==> src/core/smm_pkg.sv <==
/*
 * Package for the shift, move and multiply execution group: opcode bytes,
 * field positions, special register selects and reset values.
 * Assumes a 16-bit instruction word and a 32-bit datapath.
 */
// Function
// RQ1: variable left shift, zero above 31; the code tests only the low six amount bits, so 64 shifts by 0
// RQ2: constant left shift by nibble
// RQ3: variable right shift, zero above 31; the code tests only the low six amount bits, so 64 shifts by 0
// RQ4: constant right shift by nibble
// RQ5: copy selected special register to destination
// RQ6: write special register from source b
// RQ7: return address not software writable
// RQ8: unconditional register copy
// RQ9: copy only when true flag clear
// RQ10: copy only when true flag set
// RQ11: sign-extended split byte immediate load
// RQ12: register multiply keeps low word
// RQ13: one multiply serves signed and unsigned
// RQ14: multiply by zero-extended nibble
// RQ15: no status flag changed by group
// RQ16: true flag lives in status word
// RQ17: sixteen registers, single-cycle read and write
package smm_pkg;
    localparam int DW = 32;
    localparam int RW = 4;
    localparam int NREG = 16;
    localparam int SHW = 6;

    // ------------------------------------------------------------
    // instruction field positions (lsb of each field)
    // ------------------------------------------------------------
    localparam int OPC_LSB   = 8;
    localparam int MOVI_LSB  = 12;
    localparam int DST_LSB   = 4;
    localparam int SRC_LSB   = 0;
    localparam int IMMHI_LSB = 8;
    localparam int SPRD_LSB  = 0;
    localparam int SPWR_LSB  = 4;
    localparam int RSVRD_LSB = 2;
    localparam int RSVWR_LSB = 6;
    localparam int SPSEL_W   = 2;

    // ------------------------------------------------------------
    // opcode upper bytes, and the upper nibble of the immediate load
    // ------------------------------------------------------------
    localparam logic [7:0] OP_LSL   = 8'h2c;
    localparam logic [7:0] OP_LSLI  = 8'h0c;
    localparam logic [7:0] OP_LSR   = 8'h2d;
    localparam logic [7:0] OP_LSRI  = 8'h0d;
    localparam logic [7:0] OP_RDSP  = 8'h12;
    localparam logic [7:0] OP_WRSP  = 8'h13;
    localparam logic [7:0] OP_COPY  = 8'h24;
    localparam logic [7:0] OP_COPYF = 8'h38;
    localparam logic [7:0] OP_COPYT = 8'h3c;
    localparam logic [7:0] OP_MUL   = 8'h2e;
    localparam logic [7:0] OP_MULI  = 8'h0e;
    localparam logic [3:0] OP_IMM8  = 4'h7;

    // ------------------------------------------------------------
    // shift limit and special register selects
    // ------------------------------------------------------------
    localparam logic [5:0] SH_MAX   = 6'h1f;
    localparam logic [1:0] SP_STATUS = 2'h0;
    localparam logic [1:0] SP_LINK   = 2'h1;
    localparam logic [1:0] SP_INTRET = 2'h2;
    localparam logic [1:0] SP_TIMER  = 2'h3;

    // true flag bit position within the status word (plain default)
    localparam int TRUE_FLAG_BIT = 0;
    localparam logic [DW-1:0] SP_RESET = 32'h0000_0000;

    typedef enum logic [3:0] {
        SMM_NONE, SMM_LSL, SMM_LSLI, SMM_LSR, SMM_LSRI, SMM_RDSP,
        SMM_WRSP, SMM_COPY, SMM_COPYF, SMM_COPYT, SMM_IMM8,
        SMM_MUL, SMM_MULI
    } smm_op_t;
endpackage

==> src/core/smm_regfile.sv <==
/*
 * Sixteen 32-bit general registers, two asynchronous read ports and one
 * synchronous write port. Assumes a single clock and synchronous reset.
 */
`timescale 1ns/100ps
module smm_regfile (
    input  wire logic                    clk,     // clock
    input  wire logic                    rst_n,   // sync reset, low
    input  wire logic [smm_pkg::RW-1:0]  rdAddrA, // read select a
    input  wire logic [smm_pkg::RW-1:0]  rdAddrB, // read select b
    output logic      [smm_pkg::DW-1:0]  rdDataA, // read data a
    output logic      [smm_pkg::DW-1:0]  rdDataB, // read data b
    input  wire logic                    wrEn,    // write enable
    input  wire logic [smm_pkg::RW-1:0]  wrAddr,  // write select
    input  wire logic [smm_pkg::DW-1:0]  wrData   // write data
);
    logic [smm_pkg::DW-1:0] regs [smm_pkg::NREG];

    // RQ17: sixteen entries, same-cycle read
    assign rdDataA = regs[rdAddrA];
    assign rdDataB = regs[rdAddrB];

    always_ff @(posedge clk) begin
        if (!rst_n) begin
            for (int i = 0; i < smm_pkg::NREG; i++) begin
                regs[i] <= smm_pkg::SP_RESET;
            end
        end else if (wrEn) begin
            regs[wrAddr] <= wrData;
        end
    end
endmodule

==> src/core/smm_exec.sv <==
/*
 * Decode and single-cycle execution of the shift, move, special register
 * and multiply instruction group. Holds the general registers and the
 * four special registers. Assumes the pipeline presents one instruction
 * per cycle with instrValid; other groups are decoded elsewhere.
 */
`timescale 1ns/100ps
module smm_exec (
    input  wire logic                   clk,        // clock
    input  wire logic                   rst_n,      // sync reset, low
    input  wire logic                   instrValid, // instruction present
    input  wire logic [15:0]            instr,      // instruction word
    input  wire logic                   linkLoad,   // link writes return addr
    input  wire logic [smm_pkg::DW-1:0] linkValue,  // return address value
    output logic                        accepted,   // instruction is ours
    output logic [smm_pkg::DW-1:0]      result,     // last write-back value
    output logic [smm_pkg::DW-1:0]      statusWord, // status word
    output logic [smm_pkg::DW-1:0]      returnAddr, // return address
    output logic [smm_pkg::DW-1:0]      intRetPc,   // interrupt return pc
    output logic [smm_pkg::DW-1:0]      timerReg    // timer register
);
    // ------------------------------------------------------------
    // decode
    // ------------------------------------------------------------
    function automatic smm_pkg::smm_op_t decodeOp(input logic [15:0] w);
        smm_pkg::smm_op_t op;
        op = smm_pkg::SMM_NONE;
        if (w[smm_pkg::MOVI_LSB +: 4] == smm_pkg::OP_IMM8) begin
            op = smm_pkg::SMM_IMM8;
        end else begin
            unique case (w[smm_pkg::OPC_LSB +: 8])
                smm_pkg::OP_LSL:   op = smm_pkg::SMM_LSL;
                smm_pkg::OP_LSLI:  op = smm_pkg::SMM_LSLI;
                smm_pkg::OP_LSR:   op = smm_pkg::SMM_LSR;
                smm_pkg::OP_LSRI:  op = smm_pkg::SMM_LSRI;
                smm_pkg::OP_RDSP:
                    if (w[smm_pkg::RSVRD_LSB +: 2] == 2'h0)
                        op = smm_pkg::SMM_RDSP;
                smm_pkg::OP_WRSP:
                    if (w[smm_pkg::RSVWR_LSB +: 2] == 2'h0)
                        op = smm_pkg::SMM_WRSP;
                smm_pkg::OP_COPY:  op = smm_pkg::SMM_COPY;
                smm_pkg::OP_COPYF: op = smm_pkg::SMM_COPYF;
                smm_pkg::OP_COPYT: op = smm_pkg::SMM_COPYT;
                smm_pkg::OP_MUL:   op = smm_pkg::SMM_MUL;
                smm_pkg::OP_MULI:  op = smm_pkg::SMM_MULI;
                default:           op = smm_pkg::SMM_NONE;
            endcase
        end
        return op;
    endfunction

    smm_pkg::smm_op_t       op;
    logic [smm_pkg::RW-1:0] rdSel;
    logic [smm_pkg::RW-1:0] srcBSel;
    logic [smm_pkg::DW-1:0] rdVal;
    logic [smm_pkg::DW-1:0] srcBVal;
    logic [smm_pkg::DW-1:0] next_rd;
    logic                   next_wr;
    logic [smm_pkg::DW-1:0] spRead;
    logic [smm_pkg::DW-1:0] nibble;
    logic                   trueFlag;
    logic [1:0]             wrSel;
    logic [1:0]             spSel;
    logic [7:0]             immByte;

    assign op       = instrValid ? decodeOp(instr) : smm_pkg::SMM_NONE;
    assign accepted = (op != smm_pkg::SMM_NONE);
    assign rdSel    = instr[smm_pkg::DST_LSB +: smm_pkg::RW];
    assign srcBSel  = instr[smm_pkg::SRC_LSB +: smm_pkg::RW];
    assign wrSel    = instr[smm_pkg::SPWR_LSB +: smm_pkg::SPSEL_W];
    assign spSel    = instr[smm_pkg::SPRD_LSB +: smm_pkg::SPSEL_W];
    // immediate nibble shares the source b field
    assign nibble   = {{(smm_pkg::DW-smm_pkg::RW){1'b0}}, srcBSel};
    assign immByte  = {instr[smm_pkg::IMMHI_LSB +: 4], srcBSel};
    // RQ16: true flag from status word
    assign trueFlag = statusWord[smm_pkg::TRUE_FLAG_BIT];

    smm_regfile u_regs (
        .clk     (clk),
        .rst_n   (rst_n),
        .rdAddrA (rdSel),
        .rdAddrB (srcBSel),
        .rdDataA (rdVal),
        .rdDataB (srcBVal),
        .wrEn    (next_wr),
        .wrAddr  (rdSel),
        .wrData  (next_rd)
    );

    // RQ5: special register select
    always_comb begin
        unique case (spSel)
            smm_pkg::SP_STATUS: spRead = statusWord;
            smm_pkg::SP_LINK:   spRead = returnAddr;
            smm_pkg::SP_INTRET: spRead = intRetPc;
            smm_pkg::SP_TIMER: spRead = timerReg;
        endcase
    end

    // ------------------------------------------------------------
    // execute
    // ------------------------------------------------------------
    always_comb begin
        next_rd = rdVal;
        next_wr = 1'b0;
        unique case (op)
            // RQ1: left shift, zero when the low six amount bits exceed 31
            smm_pkg::SMM_LSL: begin
                next_wr = 1'b1;
                next_rd = (srcBVal[smm_pkg::SHW-1:0] > smm_pkg::SH_MAX) ? '0
                        : rdVal << srcBVal[smm_pkg::SHW-2:0];
            end
            // RQ2: left by nibble
            smm_pkg::SMM_LSLI: begin
                next_wr = 1'b1;
                next_rd = rdVal << srcBSel;
            end
            // RQ3: right shift, zero when the low six amount bits exceed 31
            smm_pkg::SMM_LSR: begin
                next_wr = 1'b1;
                next_rd = (srcBVal[smm_pkg::SHW-1:0] > smm_pkg::SH_MAX) ? '0
                        : rdVal >> srcBVal[smm_pkg::SHW-2:0];
            end
            // RQ4: right by nibble
            smm_pkg::SMM_LSRI: begin
                next_wr = 1'b1;
                next_rd = rdVal >> srcBSel;
            end
            // RQ5: special to general
            smm_pkg::SMM_RDSP: begin
                next_wr = 1'b1;
                next_rd = spRead;
            end
            // RQ8: plain copy
            smm_pkg::SMM_COPY: begin
                next_wr = 1'b1;
                next_rd = srcBVal;
            end
            // RQ9: copy when flag clear
            smm_pkg::SMM_COPYF: begin
                next_wr = ~trueFlag;
                next_rd = srcBVal;
            end
            // RQ10: copy when flag set
            smm_pkg::SMM_COPYT: begin
                next_wr = trueFlag;
                next_rd = srcBVal;
            end
            // RQ11: split byte sign extend
            smm_pkg::SMM_IMM8: begin
                next_wr = 1'b1;
                next_rd = {{(smm_pkg::DW-8){immByte[7]}}, immByte};
            end
            // RQ12 RQ13: low word, sign-agnostic
            smm_pkg::SMM_MUL: begin
                next_wr = 1'b1;
                next_rd = smm_pkg::DW'(rdVal * srcBVal);
            end
            // RQ14: zero-extended nibble multiply
            smm_pkg::SMM_MULI: begin
                next_wr = 1'b1;
                next_rd = smm_pkg::DW'(rdVal * nibble);
            end
            default: begin
                next_rd = rdVal;
                next_wr = 1'b0;
            end
        endcase
    end

    always_ff @(posedge clk) begin
        if (!rst_n) result <= smm_pkg::SP_RESET;
        else if (next_wr) result <= next_rd;
    end

    // ------------------------------------------------------------
    // special registers
    // ------------------------------------------------------------
    // RQ6 RQ15: only an explicit write touches the status word
    always_ff @(posedge clk) begin
        if (!rst_n) statusWord <= smm_pkg::SP_RESET;
        else if (op == smm_pkg::SMM_WRSP && wrSel == smm_pkg::SP_STATUS)
            statusWord <= srcBVal;
    end

    // RQ7: return address only from the link path
    always_ff @(posedge clk) begin
        if (!rst_n) returnAddr <= smm_pkg::SP_RESET;
        else if (linkLoad) returnAddr <= linkValue;
    end

    always_ff @(posedge clk) begin
        if (!rst_n) intRetPc <= smm_pkg::SP_RESET;
        else if (op == smm_pkg::SMM_WRSP && wrSel == smm_pkg::SP_INTRET)
            intRetPc <= srcBVal;
    end

    // timer counting lives elsewhere; here it only holds software writes
    always_ff @(posedge clk) begin
        if (!rst_n) timerReg <= smm_pkg::SP_RESET;
        else if (op == smm_pkg::SMM_WRSP && wrSel == smm_pkg::SP_TIMER)
            timerReg <= srcBVal;
    end
endmodule

==> config.mk <==
export PLATFORM = sky130hd
export DESIGN_NAME = smm_exec
export DESIGN_NICKNAME = d
export VERILOG_FILES = /design/src/core/smm_pkg.sv /design/src/core/smm_regfile.sv /design/src/core/smm_exec.sv
export SDC_FILE = /design/constraint.sdc
export NUM_CORES = 2
export LEC_CHECK = 0
export BUFFER_PORTS_ARGS = -buffer_cell sky130_fd_sc_hd__buf_2
export CELL_PAD_IN_SITES_DETAIL_PLACEMENT = 1
export CELL_PAD_IN_SITES_GLOBAL_PLACEMENT = 1
export CORE_UTILIZATION = 52
export DETAILED_ROUTE_END_ITERATION = 16
export PLACE_DENSITY = 0.94
export SLEW_MARGIN = 25
export SYNTH_ARGS = -nofsm -noshare
export SYNTH_HDL_FRONTEND = slang
export SYNTH_HIERARCHICAL = 1
export SYNTH_SLANG_ARGS = --single-unit
==> constraint.sdc <==
create_clock -name clk -period 14.5 [get_ports clk]
set_clock_uncertainty 0.15 [all_clocks]
set_input_delay 2.9 -clock clk [delete_from_list [all_inputs] [get_ports clk]]
set_output_delay 2.9 -clock clk [all_outputs]
set_load 0.02 [all_outputs]
==> key figures <==
Job
  – Max-cap violation count: 0

Clock network
  – Post-CTS Hold Buffers: 0
  – Clk buf depth: 3
  – Postcts setup bufs: 0
  – Clk Latency, worst-skew pair: 0.70 ns
  – # resized after CTS: 0
  – CTS sink cnt: about 670
  – CTS Buf Count: 75
  – H-tree levels: 3
  – Root Buffer: clkbuf_16
  – Clock slew at reported path FFs: 0.06 ns
  – CTS tree: built

Die
  – I/O pin total: approximately 210
  – Die height: around 340 um
  – Initial core utilization: roughly 52%
  – DIE AREA: 118,000 um2
  – Row cnt: 125
  – Core Footprint: 116,000 um2
  – Die X: between 300 and 400 um

Timing
  – Final period utilization: between 90% and 100%
  – Tmin final: 13.17 ns
  – Final setup fails: 0
  – RSZ-0062 raised after global routing: no
  – Tightest Pin Transition: 1.30 ns
  – Setup TNS: 0 ns
  – Fmax: 75.9 MHz
  – Final hold violation count: 0
  – Worst relative slew slack: between 10% and 20%
  – Final slew viol count: 0
  – Hold_ws: 0.305 ns

Routing
  – Routed Antenna Nets: 0
  – DR vias: 55,100
  – Final WL: 295,000 um
  – Residual DRC: 0
  – Initial drt markers: 8,786
  – Post-detailed-route wirelength per cell: 40.6 um
  – Drt pass-1 iters: 10
  – Via density per instance: 7.57

Placement
  – Placed Cells: 7,113
  – GP Congestion: 1.12
  – Input/output buffers: 212
  – Half-perimeter wire length after placement: 200,000 um

Synthesis
  – Syn Std Cell Area: 60,800 um2
  – EDFF count, synth: 512
  – Share of the synthesized area in the top cell type: around a quarter
  – Commonest cells in the netlist: 863 x and2_1, 691 x nand2_1, 512 x edfxtp_1
  – Synthesized Nets: 6,359
  – Mapped Cells: 5,687
  – Count leader, synth: and2_1
  – Predominant post-synthesis flop cell: edfxtp_1
  – FFs w/ async S/R, synth: 0%
  – Synth area leaders: edfxtp_1 25%, mux4_2 15%, fa_1 15%
  – Syn avg cell area: 10.7 um2
  – Register area share after synthesis: 30.6%
  – Yosys top cell by area: edfxtp_1
  – Register bit total from synthesis: 672
  – Yosys synthesis warning count: 6
  – Post-synthesis cell type count: 95

GRT
  – Grt peak-use layer: met2
  – First-pass GRT wire length: 418,000 um
  – Vias in the first global route: between 50,000 and 60,000
  – GR Util met1: 53.1%
  – Remaining global-route overflow: 0
  – Largest net degree at the start of global routing: 96
  – Total GRT Usage: 50.0%
  – Initial antenna violation count: 37
  – Met3 usage: between 20% and 30%
  – M2 GR Usage: 73.0%

Final layout
  – Fin util: 57.0%
  – Layout Cells excl Fill: 7,285
  – Layout Nets: 6,343
  – Layout cells sized above 1: 18.9%
  – Area Overhead vs Synth: 8.79%

Worst setup path
  – Worst Path Buf+Inv: 7
  – Critical Path Max Stage Delay: 0.81 ns
  – CP startpoint: instr[6]
  – Reg2reg end: u_regs/regs[4][31]
  – Element type at the critical path start: input pin
  – Crit-path slowest cell: nor2b_4
  – Crit Path Max Fanout: 31
  – Most frequent CP cell: fa_1
  – Worst setup EP type: flop
  – Top delay family on crit path: adder cells
  – Worst reg-to-reg path cell count: 28
  – R2r setup slk: 4.09 ns
  – WS Path Type: in2reg
  – Critical path arrival: about 13 ns
  – CP required: between 10 and 15 ns
  – Reg2reg start: u_regs/regs[3][14]

Power
  – PwrDens: 184 nW/um2
  – Leak Pwr: about 27 nW
  – Max IR drop VDD: between 300 and 400 uV

Outcome
  – Status: finished, final reports clean

Min path
  – Hold Path Depth: 2
  – Hold Startpoint: result[10]
  – HP Class: reg2reg
  – Worst Hold Endpoint: result[10]
## worst register-to-register path, delay by kind of cell, from the launching register on
family / cells / cell delay, ns
compound gates: 8 / 1.92
xor+xnor: 1 / 0.22
fa+ha+maj: 9 / 4.47
flops: 1 / 0.42
buf+inv: 5 / 0.48
simple gates: 4 / 2.08
mux: 1 / 0.49
## cell families (layout without fill, tap and decap cells)
family	after synthesis	count (layout)	share of synthesized area, %
muxes	577	577	18.1
xor gates and xnor gates	105	105	1.56
buffers and inverters	975	1016	6.39
adders and majority gates	621	621	18.5
DFF	672	672	30.6
and+or+nand+nor	2020	2020	17.1
other	0	33	0
AOI/OAI and AO/OA	717	717	7.78
## cell usage in the layout (no fill, tap or decap), types with 206 or more instances in the layout
master | netlist | final
nand2_1 | 691 | 667
buf_4 | 31 | 206
nor2_1 | 243 | 223
edfxtp_1 | 512 | 512
buf_2 | 64 | 206
fa_1 | 465 | 465
mux4_2 | 417 | 417
inv_1 | 455 | 453
a21oi_1 | 232 | 230
and2_1 | 863 | 861
## worst max path at each step
stage	end	slack, ns	cells past startpoint
2_1_floorplan	u_regs/regs[12][31]	2.78	34
3_3_place_gp	u_regs/regs[6][30]	1.43	29
3_5_place_dp	u_regs/regs[6][31]	0.95	30
4_1_cts	u_regs/regs[4][31]	1.50	30
5_1_grt	u_regs/regs[11][20]	1.04	29
6_report	u_regs/regs[0][30]	1.33	30
## layout make-up
| type | count | area (um2) |
|---|---|---|
| fillers | 12100 | 49900 |
| multi-input cells | 4040 | 38700 |
| flip-flops and latches | 672 | 18600 |
| repair buffers | 424 | 2760 |
| clock buffers | 105 | 2050 |
| well taps | 1524 | 1910 |
| inverters | 458 | 1720 |
| clock inverters | 29 | 305 |
| diodes | 33 | 82.6 |
## through the flow
step | power [mW] | worst slack, ns | instance area (um2)
after floorplan | 6.61 | 2.78 | 60800
after global placement | 9.12 | 1.43 | 63600
after CTS | 11.6 | 1.50 | 66000
final | 12.2 | 1.33 | 66100
after detailed placement | 9.57 | 0.947 | 63600
after global routing | 12.3 | 1.04 | 66100
## power by group
group	switching [mW]	internal [mW]
Sequential	0.0559	2.13
Combinational	5.26	2.78
Clock	0.877	1.05
Total	6.19	5.97
## registers in the layout, summed over array words and instances (netlist names)
signal,count
timerReg,32
u_regs/regs,512
statusWord,32
returnAddr,32
result,32
intRetPc,32
## routing by layer
metal	part of all wire [%]	routed length [um]	vias up
met4	12	35300	26
met2	43	127000	6087
met5	0.11	322	-
li1	-	-	19800
met3	16	46400	2434
met1	29	86300	26800
(Power assumes the default switching activity.)
